[src/logic/sfsc_pkg.sv]
package sfsc_pkg;
    // ==========================================================
    // opcodes
    localparam logic [7:0] OP_READ = 8'h03;
    localparam logic [7:0] OP_SECTOR_ERASE = 8'h20;
    localparam logic [7:0] OP_BLOCK_ERASE = 8'h52;
    localparam logic [7:0] OP_CHIP_ERASE = 8'h60;
    localparam logic [7:0] OP_BYTE_PROG = 8'h02;
    localparam logic [7:0] OP_SEQ_PROG = 8'hAF;
    localparam logic [7:0] OP_STATUS_FETCH = 8'h05;
    localparam logic [7:0] OP_STATUS_UNLOCK = 8'h50;
    localparam logic [7:0] OP_STATUS_STORE = 8'h01;
    localparam logic [7:0] OP_ARM_WRITE = 8'h06;
    localparam logic [7:0] OP_DISARM_WRITE = 8'h04;
    localparam logic [7:0] OP_IDENT_A = 8'h90;
    localparam logic [7:0] OP_IDENT_B = 8'hAB;
    // ==========================================================
    // status byte fields
    localparam int ST_BUSY = 0;
    localparam int ST_ARM = 1;
    localparam int ST_GUARD_LO = 2;
    localparam int ST_GUARD_HI = 3;
    localparam int ST_SEQ = 6;
    localparam int ST_LOCK = 7;
    localparam logic [1:0] GUARD_RESET = 2'h3;
    localparam logic LOCK_RESET = 1'b0;
    // ==========================================================
    // protection boundaries, 16-bit array address
    localparam logic [15:0] ADDR_TOP = 16'hFFFF;
    localparam logic [15:0] PROT_QUARTER = 16'hC000;
    localparam logic [15:0] PROT_HALF = 16'h8000;
    localparam logic [15:0] PROT_ALL = 16'h0000;
    // identification bytes, values arbitrary
    localparam logic [7:0] MAKER_CODE = 8'h5A;
    localparam logic [7:0] PART_CODE = 8'h3C;
    // ==========================================================
    typedef struct packed {
        logic lock;
        logic seq;
        logic [1:0] rsvd;
        logic [1:0] guard;
        logic arm;
        logic busy;
    } sfsc_status_t;
    typedef struct packed {
        logic start;
        logic [1:0] kind; // 0 byte prog, 1 sector, 2 block, 3 chip
        logic [15:0] addr;
    } sfsc_op_t;
endpackage

[src/logic/sfsc_flash_ctrl.sv]
`timescale 1ns/1ps
// How it works
// - status bit 0 shows internal operation busy
// - writes refused unless write latch set
// - latch clears on power-up and after erase or byte program instructions
// - guard store needs pin high or unlocked
// - chip erase only with guards zero
// - power-up guards eleven, lock cleared
// - pin low and lock set freezes guards
// - guard level selects protected address range
// - quarter level ignored by block erase
// - status byte layout, reserved bits zero
// - bit 6 shows sequential program mode
// - select fall starts, msb-first bytes
// - early select rise abandons instruction
// - 06H arms latch, 04H disarms
// - identification 90H/ABH, address, then byte
// - id address bit0 picks maker/part
// - status streams until select rises
module sfsc_flash_ctrl
    import sfsc_pkg::*;
#(
    parameter int OP_CYCLES = 64
) (
    input wire logic clock,
    input wire logic rst_n,
    input wire logic clk_en,
    input wire logic select_n,
    input wire logic sclk,
    input wire logic sdi,
    input wire logic guard_pin_n,
    output sfsc_pkg::sfsc_op_t op_q,
    output sfsc_pkg::sfsc_status_t status_q,
    output logic [7:0] data_in_q,
    output logic sdo_q,
    output logic sdo_oe_q
);
    import sfsc_pkg::*;

    // ==========================================================
    // pin synchronisers and edge detection
    logic [1:0] sel_s_q, sck_s_q, sdi_s_q, wp_s_q;
    logic sel_d_q, sck_d_q;
    always_ff @(posedge clock or negedge rst_n) begin
        if (!rst_n) begin
            sel_s_q <= 2'h3;
            sck_s_q <= 2'h0;
            sdi_s_q <= 2'h0;
            wp_s_q <= 2'h3;
            sel_d_q <= 1'b1;
            sck_d_q <= 1'b0;
        end else if (clk_en) begin
            sel_s_q <= {sel_s_q[0], select_n};
            sck_s_q <= {sck_s_q[0], sclk};
            sdi_s_q <= {sdi_s_q[0], sdi};
            wp_s_q <= {wp_s_q[0], guard_pin_n};
            sel_d_q <= sel_s_q[1];
            sck_d_q <= sck_s_q[1];
        end
    end
    logic sel, rise, fall, sel_fall, sel_rise, wp_high;
    assign sel = !sel_s_q[1];
    assign rise = sel && sck_s_q[1] && !sck_d_q;
    assign fall = sel && !sck_s_q[1] && sck_d_q;
    assign sel_fall = !sel_s_q[1] && sel_d_q;
    assign sel_rise = sel_s_q[1] && !sel_d_q;
    assign wp_high = wp_s_q[1];

    // ==========================================================
    // serial shifter: bits and bus cycles
    logic [2:0] bit_q;
    logic [7:0] sh_q;
    logic [2:0] byte_q;
    logic [7:0] opc_q;
    logic [23:0] addr_q;
    logic [7:0] dat_q;
    logic [7:0] byte_val;
    assign byte_val = {sh_q[6:0], sdi_s_q[1]};
    always_ff @(posedge clock or negedge rst_n) begin
        if (!rst_n) begin
            bit_q <= 3'h0;
            sh_q <= 8'h00;
            byte_q <= 3'h0;
            opc_q <= 8'h00;
            addr_q <= 24'h000000;
            dat_q <= 8'h00;
        end else if (clk_en) begin
            if (sel_fall || !sel) begin
                bit_q <= 3'h0;
                byte_q <= 3'h0;
            end else if (rise) begin
                sh_q <= byte_val;
                bit_q <= bit_q + 3'h1;
                if (bit_q == 3'h7) begin
                    if (byte_q != 3'h7) begin
                        byte_q <= byte_q + 3'h1;
                    end
                    if (byte_q == 3'h0) begin
                        opc_q <= byte_val;
                    end else if (byte_q < 3'h4) begin
                        addr_q <= {addr_q[15:0], byte_val};
                    end else if (byte_q == 3'h4) begin
                        dat_q <= byte_val;
                    end
                end
            end
        end
    end

    // ==========================================================
    // decode, evaluated at select rise
    logic complete;
    logic [15:0] a16;
    logic [15:0] bound;
    logic prot, unlocked_q;
    assign a16 = addr_q[15:0];
    // early rise leaves bit_q mid-byte, so nothing executes
    assign complete = sel_rise && bit_q == 3'h0;
    always_comb begin
        unique case (status_q.guard)
            2'h0: bound = ADDR_TOP;
            2'h1: bound = PROT_QUARTER;
            2'h2: bound = PROT_HALF;
            default: bound = PROT_ALL;
        endcase
    end
    // level 1 bound is skipped for block erase
    assign prot = (status_q.guard != 2'h0)
        && !(opc_q == OP_BLOCK_ERASE && status_q.guard == 2'h1)
        && a16 >= bound
        && !(status_q.guard == 2'h0);
    logic arm_ok;
    assign arm_ok = status_q.arm && !status_q.busy;
    logic cnt_busy;
    logic [15:0] cnt_q;
    logic [15:0] seq_addr_q;
    assign cnt_busy = cnt_q != 16'h0000;

    always_ff @(posedge clock or negedge rst_n) begin
        if (!rst_n) begin
            status_q <= '{lock: LOCK_RESET, seq: 1'b0, rsvd: 2'h0, guard: GUARD_RESET,
                          arm: 1'b0, busy: 1'b0};
            unlocked_q <= 1'b0;
            op_q <= '0;
            cnt_q <= 16'h0000;
            seq_addr_q <= 16'h0000;
            data_in_q <= 8'h00;
        end else if (clk_en) begin
            op_q.start <= 1'b0;
            status_q.rsvd <= 2'h0;
            if (cnt_busy) begin
                cnt_q <= cnt_q - 16'h0001;
            end
            status_q.busy <= cnt_busy && cnt_q != 16'h0001;
            if (complete) begin
                unlocked_q <= (opc_q == OP_STATUS_UNLOCK) && byte_q == 3'h1;
                if (!status_q.busy) begin
                    unique case (opc_q)
                        OP_ARM_WRITE: if (byte_q == 3'h1) status_q.arm <= 1'b1;
                        OP_DISARM_WRITE: if (byte_q == 3'h1) begin
                            status_q.arm <= 1'b0;
                            status_q.seq <= 1'b0;
                        end
                        OP_STATUS_STORE: begin
                            // only guard and lock fields follow the data byte
                            if (byte_q == 3'h2 && unlocked_q &&
                                (wp_high || !status_q.lock)) begin
                                status_q.guard <= {addr_q[3], addr_q[2]};
                                status_q.lock <= addr_q[7];
                            end
                        end
                        OP_CHIP_ERASE: begin
                            if (byte_q == 3'h1 && arm_ok &&
                                status_q.guard == 2'h0) begin
                                op_q <= '{start: 1'b1, kind: 2'h3, addr: 16'h0000};
                                cnt_q <= 16'(OP_CYCLES);
                                status_q.busy <= 1'b1;
                            end
                            status_q.arm <= 1'b0;
                        end
                        OP_SECTOR_ERASE, OP_BLOCK_ERASE: begin
                            if (byte_q == 3'h4 && arm_ok && !prot) begin
                                op_q <= '{start: 1'b1,
                                          kind: (opc_q == OP_BLOCK_ERASE) ? 2'h2 : 2'h1,
                                          addr: a16};
                                cnt_q <= 16'(OP_CYCLES);
                                status_q.busy <= 1'b1;
                            end
                            status_q.arm <= 1'b0;
                        end
                        OP_BYTE_PROG: begin
                            if (byte_q == 3'h5 && arm_ok && !prot) begin
                                op_q <= '{start: 1'b1, kind: 2'h0, addr: a16};
                                data_in_q <= dat_q;
                                cnt_q <= 16'(OP_CYCLES);
                                status_q.busy <= 1'b1;
                            end
                            status_q.arm <= 1'b0;
                        end
                        OP_SEQ_PROG: begin
                            // first frame carries address, later frames data only
                            if (arm_ok && ((byte_q == 3'h5 && !status_q.seq && !prot) ||
                                           (byte_q == 3'h2 && status_q.seq))) begin
                                op_q <= '{start: 1'b1, kind: 2'h0,
                                          addr: status_q.seq ? seq_addr_q : a16};
                                data_in_q <= status_q.seq ? addr_q[7:0] : dat_q;
                                seq_addr_q <= (status_q.seq ? seq_addr_q : a16) + 16'h0001;
                                cnt_q <= 16'(OP_CYCLES);
                                status_q.busy <= 1'b1;
                                status_q.seq <= 1'b1;
                                if ((status_q.seq ? seq_addr_q : a16) == ADDR_TOP) begin
                                    status_q.seq <= 1'b0;
                                    status_q.arm <= 1'b0;
                                end
                            end
                        end
                        default: ;
                    endcase
                end
            end else if (sel_rise) begin
                unlocked_q <= 1'b0;
            end
        end
    end

    // ==========================================================
    // output shifter, changes on serial clock falling edge
    logic [7:0] out_q;
    logic is_id, is_st;
    assign is_id = opc_q == OP_IDENT_A || opc_q == OP_IDENT_B;
    assign is_st = opc_q == OP_STATUS_FETCH;
    always_ff @(posedge clock or negedge rst_n) begin
        if (!rst_n) begin
            out_q <= 8'h00;
            sdo_q <= 1'b0;
            sdo_oe_q <= 1'b0;
        end else if (clk_en) begin
            if (!sel) begin
                sdo_oe_q <= 1'b0;
            end else if (fall) begin
                if (bit_q == 3'h0 && byte_q != 3'h0) begin
                    if (is_st) begin
                        sdo_q <= status_q[7];
                        out_q <= {status_q[6:0], 1'b0};
                        sdo_oe_q <= 1'b1;
                    end else if (is_id && byte_q >= 3'h4) begin
                        sdo_q <= addr_q[0] ? PART_CODE[7] : MAKER_CODE[7];
                        out_q <= {addr_q[0] ? PART_CODE[6:0] : MAKER_CODE[6:0], 1'b0};
                        sdo_oe_q <= 1'b1;
                    end else if (opc_q == OP_READ && byte_q >= 3'h4) begin
                        // array contents lie outside this block; erased value shown
                        sdo_q <= 1'b1;
                        out_q <= 8'hFE;
                        sdo_oe_q <= 1'b1;
                    end
                end else begin
                    sdo_q <= out_q[7];
                    out_q <= {out_q[6:0], out_q[0]};
                end
            end
        end
    end
endmodule // sfsc_flash_ctrl

[config.mk]
export PLATFORM = sky130hd
export DESIGN_NAME = sfsc_flash_ctrl
export DESIGN_NICKNAME = d
export VERILOG_FILES = /design/src/logic/sfsc_pkg.sv /design/src/logic/sfsc_flash_ctrl.sv
export SDC_FILE = /design/constraint.sdc
export NUM_CORES = 1
export LEC_CHECK = 0
export BUFFER_PORTS_ARGS = -buffer_cell sky130_fd_sc_hd__buf_2
export CORE_UTILIZATION = 43
export DETAILED_ROUTE_END_ITERATION = 16
export GPL_ROUTABILITY_DRIVEN = 1
export GPL_TIMING_DRIVEN = 0
export HOLD_SLACK_MARGIN = 0.05
export PLACE_DENSITY = 0.7
export SLEW_MARGIN = 5
export SYNTH_ARGS = -nofsm -noshare
export SYNTH_HDL_FRONTEND = slang
export SYNTH_SLANG_ARGS = --single-unit
[constraint.sdc]
create_clock -name clock -period 3.6 [get_ports clock]
set_clock_uncertainty 0.15 [all_clocks]
set_input_delay 0.72 -clock clock [delete_from_list [all_inputs] [get_ports clock]]
set_output_delay 0.72 -clock clock [all_outputs]
set_load 0.05 [all_outputs]
==> flow_summary_export.csv, run 1 <==
group,metric,value,unit
timing,setup_violations,0,
clock_tree,insertion_delay,420,ps
timing,fmax,290,MHz
power_and_ir_drop,total_power,3.90,mW
power_and_ir_drop,peakVddDrop,0.000354,V
clock_tree,h-tree-depth,4,
setup_path,cp_data_required_time,3750,ps
finish,stdcell_count,993,
min_path,hold_path_class,"in -> async",
timing,slew_viol_final,0,
finish,drive_above_1_share,25.7,%
floorplan,dieArea,0.0176,mm²
global_routing,antenna_found_initial,0,
floorplan,start_util,44.1,%
clock_tree,postCtsHoldBufs,0,
floorplan,core_region_area,0.0166,mm²
clock_tree,clk_path_buf_depth,2,
place,place_inst,958,
yosys,synth_area,0.00734,mm²
timing,finalHoldWorstSlack,103,ps
detailed_routing,vias,5697,
power_and_ir_drop,leakage,3.89,nW
global_routing,grt.total_usage,20.5,%
yosys,ys.flop_type,"dfrtp_1",
global_routing,gr-usage-met1,27.8,%
setup_path,cp.arrival,3610,ps
yosys,synth_top_cell_area_share,42.0,%
status,outcome,"finished, final reports clean",
power_and_ir_drop,power_density,459,mW/mm²
detailed_routing,drt_wl_total,17.2,mm
global_routing,use_met3,3.87,%
setup_path,path_max_fanout,13,
global_routing,grt.busiest_layer,"met2",
finish,fillers,1498,
yosys,synth-edff-count,0,
clock_tree,cts_tree,"built",
setup_path,worstSetupEndpointType,"flop",
global_routing,grt_pass1_wl,28.4,mm
finish,syn_to_final_growth,16.0,%
timing,post-route-min-period,3450,ps
timing,fin_crit_sh,95.9,%
yosys,yosysTopAreaCell,"dfrtp_1",
yosys,ys_warn_count,0,
clock_tree,cts.clk_slew.worst_paths,60,ps
global_routing,grt_pass1_vias,5605,
clock_tree,root_buffer,"clkbuf_16",
clock_tree,cts_buffers,17,
finish,num_antenna_cells,0,
place,globalplace.congestion,0.900,
place,place_area,0.00785,mm²
detailed_routing,wl_per_cell,17.3,µm
yosys,syn_inst,696,
timing,hold_viol_final,0,
finish,layout.nets,795,
floorplan,rows,47,
floorplan,fp.dieW,133,µm
clock_tree,cts_sinks,130,
timing,worst_pin_slew,823,ps
global_routing,gr-total-overflow,0,
timing,rsz0062_at_grt,"false",
yosys,yosysSeqAreaShare,44.5,%
floorplan,ios,44,
finish,fin_area,0.00851,mm²
yosys,yosys-top-cells-area,"dfrtp_1, mux2_2, ha_1, nand2_1, nor2_1",
yosys,synth_cell_types,74,
timing,final.setup.tns,0,ps
detailed_routing,viasPerCell,5.74,
detailed_routing,dr.pass1.iters,5,
flow_run,drv_cap,0,
detailed_routing,drc,0,
timing,slew_headroom,44.6,%
yosys,ys_seq_elements,130,
detailed_routing,postRouteAntennaNets,0,
finish,final_common_cell,"dfrtp_1",
finish,mostFrequentLayoutCells,"dfrtp_1, mux2_2, nand2_1, nor2_1, buf_2",
setup_path,start_kind,"flop",
global_routing,globalRouteMet2Util,32.3,%
detailed_routing,drtIter0Drc,539,
place,port_buffers,40,
yosys,synthArstFlopShare,100,%
place,hpwl,12.3,mm
floorplan,die_h,133,µm
setup_path,critPathKind,"reg -> reg",
global_routing,grt_max_degree,75,
yosys,synth.avg_cell_area,10.5,µm²
==> power by group <==
part | switching (mW) | internal [mW]
sequential | 0.146 | 1.61
combinational | 0.220 | 0.181
clock | 0.636 | 1.11
total | 1.00 | 2.90
==> per-stage QoR <==
stage	setup slack, ps	utilization [%]
5_1_grt	1.64	51.1
2_1_floorplan	18.7	-
3_5_place_dp	-354	47.2
6_report	146	51.1
3_3_place_gp	-370	47.0
4_1_cts	9.47	51.1
==> kinds of logic after synthesis <==
| family | after synthesis | synth area share [%] |
|---|---|---|
| compound gates | 135 | 13.1 |
| xor+xnor | 28 | 3.34 |
| fa+ha+maj | 28 | 4.77 |
| buf+inv | 50 | 3.04 |
| flops | 130 | 44.5 |
| mux | 94 | 14.8 |
| other cells | 1 | 0.0511 |
| simple gates | 230 | 16.4 |
==> worst max-delay path: stages (launching register included) <==
cell and delay (ps):
dfstp_2 410, nor2_2 260, inv_4 140, ha_1 330, nand4_1 140, nor3_1 270
nand4b_1 210, a31o_2 370, a21o_1 220, clkbuf_1 260, a22o_1 280, mux2_2 260
==> synth_stat cells (3+ instances only) <==
library cell  number
and2_1             3
dfstp_2            7
a21boi_0           3
or3_1              6
a21oi_1           23
a21o_1             5
inv_1             18
nand4b_1           3
o22ai_1           14
a32o_1             4
nand2_1           52
nand3b_1           9
nand4_1            8
ha_1              28
o21ai_0           26
and3_1             5
xnor2_1           18
nand3_1           30
nor4_1             6
or4_1              5
buf_4              3
xor2_1            10
mux2_4            10
or2_2              3
a221oi_1           6
mux2_1             4
nand2b_1           6
mux2i_1            7
a211oi_1           7
a22o_1            16
dfrtp_1          123
nor2b_1           10
o211ai_1           3
clkbuf_1          18
buf_2              7
nor3_1            21
nor2_1            51
mux2_2            73
==> layer usage <==
layer | routed length (µm) | share of wire [%] | up-vias
met3 | 809 | 4.7 | 27
met2 | 8010 | 47 | 151
met5 | 0 | 0 | -
met1 | 8130 | 47 | 2811
met4 | 246 | 1.4 | 0
li1 | - | - | 2708
==> cell type report <==
cell class	instances	area, µm²	area share (%)
well taps	220	275	3.23
plain buffers	31	154	1.81
repair buffers	44	256	3.01
multi-input cells	517	3880	45.7
flip-flops and latches	130	3260	38.3
inverters	19	73.8	0.868
clock inverters	7	96.3	1.13
clock buffers	25	505	5.94
==> worst paths after layout <==
kind	startpoint	end	slack, ps	cells after the start
worst min register to register	sdo_q	sdo_q	320	1
worst max register to register	status_q[3]	op_q[1]	150	11
worst min-delay path	rst_n	sck_s_q[0]	100	1
min in group clock	sdo_q	sdo_q	320	1
max in group asynchronous	rst_n	status_q[3]	2430	2
worst max-delay path	status_q[3]	op_q[1]	150	11
==> flip-flops by register name, indices dropped and copies added, names as in the netlist, 2 cells and up <==
signal	count
addr_q	16
data_in_q	8
sh_q	7
seq_addr_q	16
byte_q	3
bit_q	3
wp_s_q	2
dat_q	8
sck_s_q	2
opc_q	8
cnt_q	16
sel_s_q	2
out_q	7
status_q	6
op_q	19
sdi_s_q	2
==> what timing repair did <==
| item | CTS | global route |
|---|---|---|
| resized for setup | 8 | 5 |
| setup endpoints to repair | 57 | 53 |
| pin swaps | 1 | 0 |
| setup buffers | 3 | 0 |
Power figures use the tool's default switching activity.
==> inputs of run 2 (changes only) <==
--- a/config.mk
+++ b/config.mk
@@ -5,13 +5,14 @@
 export SDC_FILE = /design/constraint.sdc
 export NUM_CORES = 1
 export LEC_CHECK = 0
-export BUFFER_PORTS_ARGS = -buffer_cell sky130_fd_sc_hd__buf_2
+export BUFFER_PORTS_ARGS = -buffer_cell sky130_fd_sc_hd__buf_4
 export CORE_UTILIZATION = 43
 export DETAILED_ROUTE_END_ITERATION = 16
 export GPL_ROUTABILITY_DRIVEN = 1
 export GPL_TIMING_DRIVEN = 0
 export HOLD_SLACK_MARGIN = 0.05
 export PLACE_DENSITY = 0.7
+export RECOVER_POWER = 25
 export SLEW_MARGIN = 5
 export SYNTH_ARGS = -nofsm -noshare
 export SYNTH_HDL_FRONTEND = slang
==> run 2 against run 1 <==
  * The flow now finishes with violations (capacitance limit, slew limit)
  * Critical path depth is the same
  * Sequential power is essentially flat
  * First-iteration DRC count shrank 14%
  * Non-clock buffer count grew 2
  * Sequential cell count is the same
  * Register-to-register slack gained 70 ps
  * Count of clock-buffer cells in the layout shrank 3
  * Fmax grew 2.0%
  * Routed wire length grew 2.2%
  * Via count grew 0.54%
  * Clock power grew 5%
  * Power grew 2.3%
==> flow_summary_export.csv, run 2 (synthesized netlist as in run 1, its figures left out) <==
group,metric,value,unit
global_routing,antenna_found_initial,0,
finish,fillers,1508,
setup_path,reg2reg_depth,11,
place,hpwl,12.4,mm
finish,drive_above_1_share,25.8,%
global_routing,grt.total_usage,21.0,%
min_path,hp-start,"sdo_q",
finish,final_common_cell,"dfrtp_1",
min_path,min_to,"sdo_q",
timing,setup_violations,0,
setup_path,r2r_end,"seq_addr_q[7]",
place,port_buffers,40,
global_routing,grt_max_degree,77,
finish,multi_input_area,0.00391,mm²
power_and_ir_drop,peakVddDrop,0.000438,V
timing,slew_headroom,-58.0,%
timing,hold_viol_final,0,
detailed_routing,wl_per_cell,17.7,µm
setup_path,critPathMaxStageDelay,640,ps
global_routing,grt_pass1_vias,5716,
global_routing,gr-total-overflow,0,
detailed_routing,drc,0,
timing,post-route-min-period,3390,ps
setup_path,start_kind,"flop",
place,globalplace.congestion,0.885,
setup_path,r2r-start,"status_q[3]",
finish,regArea,0.00326,mm²
setup_path,cp_num_buf_inv,2,
detailed_routing,vias,5728,
timing,finalHoldWorstSlack,331,ps
flow_run,drv_cap,1,
setup_path,path_max_fanout,10,
clock_tree,insertion_delay,430,ps
detailed_routing,drtIter0Drc,462,
floorplan,rows,47,
floorplan,fp.dieW,133,µm
place,place_inst,958,
finish,num_antenna_cells,0,
clock_tree,cts_buffers,17,
power_and_ir_drop,leakage,3.90,nW
detailed_routing,viasPerCell,5.76,
power_and_ir_drop,power_density,462,mW/mm²
floorplan,die_h,133,µm
clock_tree,h-tree-depth,4,
finish,mostFrequentLayoutCells,"dfrtp_1, mux2_2, nand2_1, nor2_1, buf_4",
finish,regMostFlops,"op_q",
timing,fin_crit_sh,94.1,%
floorplan,ios,44,
finish,largest_reg_flops,19,
setup_path,rrSetupSlack,210,ps
clock_tree,cts_tree,"built",
clock_tree,clk_path_buf_depth,2,
detailed_routing,postRouteAntennaNets,0,
status,violations,"capacitance limit, slew limit",
setup_path,worstSetupEndpointType,"flop",
setup_path,cp_slowest_cell,"dfstp_2",
power_and_ir_drop,total_power,3.99,mW
setup_path,cp_cell_sequence,"nor2_4 -> ha_1 -> nand2b_1 -> a2111oi_1 -> nand4b_1 -> buf_4 -> a31oi_2 -> nor3_2 -> clkbuf_2 -> nor3_1 -> a221oi_1",
clock_tree,postCtsHoldBufs,0,
floorplan,start_util,44.1,%
min_path,hold_path_class,"reg -> reg",
setup_path,cp_data_required_time,3760,ps
finish,syn_to_final_growth,17.8,%
global_routing,grt_pass1_wl,29.0,mm
setup_path,cpLargestDelayFamily,"simple AND/OR/NAND/NOR gates",
finish,stdcell_count,994,
timing,worst_pin_slew,2370,ps
clock_tree,root_buffer,"clkbuf_16",
setup_path,cp.arrival,3550,ps
status,outcome,"complete, but fails checks",
clock_tree,cts_sinks,130,
timing,fmax,295,MHz
floorplan,core_region_area,0.0166,mm²
timing,rsz0062_at_grt,"false",
clock_tree,cts.clk_slew.worst_paths,60,ps
timing,slew_viol_final,56,
finish,layout.nets,797,
min_path,whs_path_depth,1,
detailed_routing,dr.pass1.iters,5,
setup_path,critPathKind,"reg -> reg",
detailed_routing,drt_wl_total,17.6,mm
floorplan,dieArea,0.0176,mm²
## run 2: layer usage
| metal | GRT usage, % | up-vias | part of all wire [%] | wire length (µm) |
|---|---|---|---|---|
| met4 | 6.26 | 0 | 1.0 | 184 |
| met2 | 34.0 | 154 | 48 | 8360 |
| met3 | 5.10 | 22 | 5.0 | 880 |
| met1 | 27.9 | 2846 | 46 | 8150 |
| met5 | 0 | - | 0 | 0 |
| li1 | - | 2706 | - | - |
## run 2: layout make-up
cell class / count / area share (%)
tap: 220 / 3.19
sequential: 130 / 37.8
clock buffer: 22 / 5.37
clock inverter: 9 / 1.80
inverter: 19 / 0.883
timing repair buffer: 46 / 4.05
buffer: 31 / 1.77
multi-input combinational: 517 / 45.2
## run 2: worst max-delay path by stage
stage | from | endpoint | slack [ps] | cells past startpoint
detailed placement | status_q[2] | op_q[4] | -430 | 11
finish | status_q[3] | seq_addr_q[7] | 210 | 11
floorplan | status_q[3] | op_q[10] | 20 | 11
global route | status_q[3] | op_q[4] | 1 | 11
global placement | status_q[2] | op_q[4] | -360 | 11
CTS | status_q[3] | op_q[1] | 60 | 11
## run 2: power breakdown
group          switching, mW  total, mW  leakage, nW  internal, mW
Clock                  0.646       1.84        0.300          1.19
Combinational          0.221      0.402         1.87         0.181
Sequential             0.147       1.76         1.73          1.61
Total                   1.01       3.99         3.90          2.98
## run 2: through the flow
step	area (µm²)	TNS, ps	util [%]	setup slack, ps
2_1_floorplan	7340	0	-	18.7
3_3_place_gp	7920	-11550	47.6	-361
3_5_place_dp	7950	-15430	47.8	-430
4_1_cts	8620	0	51.8	59.4
5_1_grt	8640	0	51.9	1.30
6_report	8640	0	51.9	213
## run 2: what timing repair did
| action | 4_1_cts | 5_1_grt |
|---|---|---|
| resized for setup | 9 | 8 |
| pin swaps | 1 | 1 |
| buffers inserted | 3 | 2 |
| endpoints found under the setup margin | 57 | 53 |
==> inputs of run 3 (changes only) <==
--- a/config.mk
+++ b/config.mk
@@ -5,13 +5,14 @@
 export SDC_FILE = /design/constraint.sdc
 export NUM_CORES = 1
 export LEC_CHECK = 0
-export BUFFER_PORTS_ARGS = -buffer_cell sky130_fd_sc_hd__buf_4
+export ABC_CLOCK_PERIOD_IN_PS = 3600
 export CORE_UTILIZATION = 43
 export DETAILED_ROUTE_END_ITERATION = 16
+export DONT_BUFFER_PORTS = 1
 export GPL_ROUTABILITY_DRIVEN = 1
 export GPL_TIMING_DRIVEN = 0
 export HOLD_SLACK_MARGIN = 0.05
-export PLACE_DENSITY = 0.7
+export PLACE_DENSITY = 0.68
 export RECOVER_POWER = 25
 export SLEW_MARGIN = 5
 export SYNTH_ARGS = -nofsm -noshare
==> run 3 against run 2 <==
  * The flow finishes with violations (hold timing)
  * Critical path depth unchanged
  * Critical endpoint is now op_q[15]
  * Clock power down 8%
  * First-iteration DRC count down 12%
==> flow_summary_export.csv, run 3 (synthesized netlist as in run 1, its figures left out) <==
group,metric,value,unit
power_and_ir_drop,switchingPower,1.03,mW
clock_tree,h-tree-depth,4,
timing,slew_viol_final,0,
flow_run,drv_cap,0,
setup_path,r2r_end,"op_q[15]",
setup_path,cp.arrival,3690,ps
setup_path,critPathMaxStageDelay,750,ps
floorplan,rows,47,
finish,num_antenna_cells,0,
power_and_ir_drop,peakVddDrop,0.000292,V
global_routing,grt_max_degree,131,
timing,post-route-min-period,3540,ps
setup_path,critPathKind,"reg -> reg",
power_and_ir_drop,p_int,2.81,mW
status,violations,"hold timing",
detailed_routing,dr.pass1.iters,6,
finish,layout.nets,759,
setup_path,rrSetupSlack,60,ps
finish,drive_above_1_share,23.1,%
place,place_inst,917,
setup_path,cp_data_required_time,3760,ps
clock_tree,insertion_delay,430,ps
detailed_routing,postRouteAntennaNets,0,
timing,rsz0062_at_grt,"true",
timing,fmax,283,MHz
finish,utilization,50.3,%
global_routing,grt_pass1_vias,5767,
detailed_routing,drt_wl_total,18.7,mm
setup_path,r2r-start,"status_q[3]",
power_and_ir_drop,swShare,26.8,%
timing,hold_viol_final,123,
setup_path,cp_cell_sequence,"nor2_4 -> ha_1 -> nand2b_1 -> a2111oi_4 -> nand4b_1 -> a31o_4 -> a21oi_1 -> nor4_4 -> buf_4 -> buf_6 -> mux2_1",
setup_path,worstSetupEndpointType,"flop",
timing,finalHoldWorstSlack,-158,ps
clock_tree,cts_sinks,130,
timing,fin_crit_sh,98.3,%
finish,regMostFlops,"op_q",
global_routing,antenna_found_initial,0,
finish,syn_to_final_growth,14.0,%
global_routing,grt.total_usage,22.2,%
detailed_routing,drtIter0Drc,408,
setup_path,start_kind,"flop",
min_path,hold_path_class,"in -> async",
finish,mostFrequentLayoutCells,"dfrtp_1, mux2_2, nand2_1, nor2_1, nand3_1",
place,port_buffers,0,
finish,largest_reg_flops,19,
power_and_ir_drop,power_density,459,mW/mm²
clock_tree,cts.clk_slew.worst_paths,60,ps
detailed_routing,wl_per_cell,19.6,µm
floorplan,die_h,133,µm
place,globalplace.congestion,0.908,
power_and_ir_drop,p_seq_share,45.8,%
global_routing,grt_pass1_wl,30.5,mm
clock_tree,cts_tree,"built",
detailed_routing,viasPerCell,6.00,
setup_path,reg2reg_depth,11,
timing,final.setup.tns,0,ps
floorplan,dieArea,0.0176,mm²
setup_path,path_max_fanout,10,
clock_tree,clk_path_buf_depth,2,
power_and_ir_drop,leakage,3.70,nW
timing,slew_headroom,45.7,%
floorplan,start_util,44.1,%
status,outcome,"complete, but fails checks",
finish,stdcell_count,957,
floorplan,core_region_area,0.0166,mm²
place,hpwl,12.9,mm
power_and_ir_drop,pwr-share-comb,9.7,%
floorplan,ios,44,
clock_tree,cts_buffers,17,
setup_path,critPathCapture,"op_q[15]",
timing,setup_violations,0,
power_and_ir_drop,p_clk_share,44.4,%
detailed_routing,vias,5738,
finish,final_common_cell,"dfrtp_1",
global_routing,gr-total-overflow,0,
setup_path,cp_slowest_cell,"dfstp_4",
power_and_ir_drop,total_power,3.84,mW
setup_path,cp-startpoint,"status_q[3]",
detailed_routing,drc,0,
clock_tree,root_buffer,"clkbuf_16",
timing,worst_pin_slew,807,ps
floorplan,fp.dieW,133,µm
[run 3: cell count changes in the layout (fill, tap and decap cells not counted), moves of 2 or more]
cell and change:
buf_4 -38, bufinv_16 -2, clkbuf_1 -5, clkbuf_8 -2, clkinvlp_4 +3, dfstp_2 -2
dfstp_4 +2, inv_6 +2
[run 3: worst min path at each step]
stage | end | slack (ps) | start
floorplan | addr_q[0] | 270 | rst_n
global placement | sdi_s_q[0] | 280 | rst_n
detailed placement | sdi_s_q[0] | 280 | rst_n
CTS | sdi_s_q[0] | -180 | rst_n
global route | sdi_s_q[1] | -170 | rst_n
finish | sdi_s_q[0] | -160 | rst_n
[run 3: what timing repair did]
item | 4_1_cts | 5_1_grt
resized for setup | 13 | 13
hold endpoints to repair | 130 | 130
setup buffers | 2 | 5
endpoints found under the setup margin | 60 | 42
pin swaps | 1 | 6
cloned | 0 | 1
[run 3: area by class of cell]
type                            count  area [µm²]
Fill cell                        1456        8280
Timing Repair Buffer                8        76.3
Tap cell                          220         275
Sequential cell                   130        3270
Inverter                           19        73.8
Clock buffer                       17         425
Buffer                             31         155
Clock inverter                     15         158
Multi-Input combinational cell    517        3930
[run 3: stage by stage]
step	hold slack, ps	setup WS [ps]	cell area (µm²)
final	-158	62.0	8360
after global routing	-174	-40.9	8360
after CTS	-175	20.3	8250
after detailed placement	280	-618	7620
after global placement	280	-487	7620
after floorplan	274	18.7	7340
[run 3: metal layers]
layer	vias up	part of all wire (%)	track usage, %
li1	2628	-	-
met1	2877	44	29.1
met2	189	48	36.0
met3	44	5.0	3.95
met4	0	2.8	9.71
met5	-	0	0
[run 3: power by group through the flow]
stage,logic (mW),clock network [mW],registers [mW]
finish,0.373,1.70,1.76
global route,0.427,1.81,1.78
CTS,0.375,1.74,1.76
detailed placement,0.373,0,1.78
global placement,0.347,0,1.77
floorplan,0.306,0,1.73
[run 3: worst max-delay path: cells and delay by family (launching register included)]
| family | cells | cell delay, ps |
|---|---|---|
| compound gates | 3 | 700 |
| fa+ha+maj | 1 | 270 |
| buf+inv | 2 | 360 |
| flops | 1 | 750 |
| mux | 1 | 320 |
| simple gates | 4 | 860 |
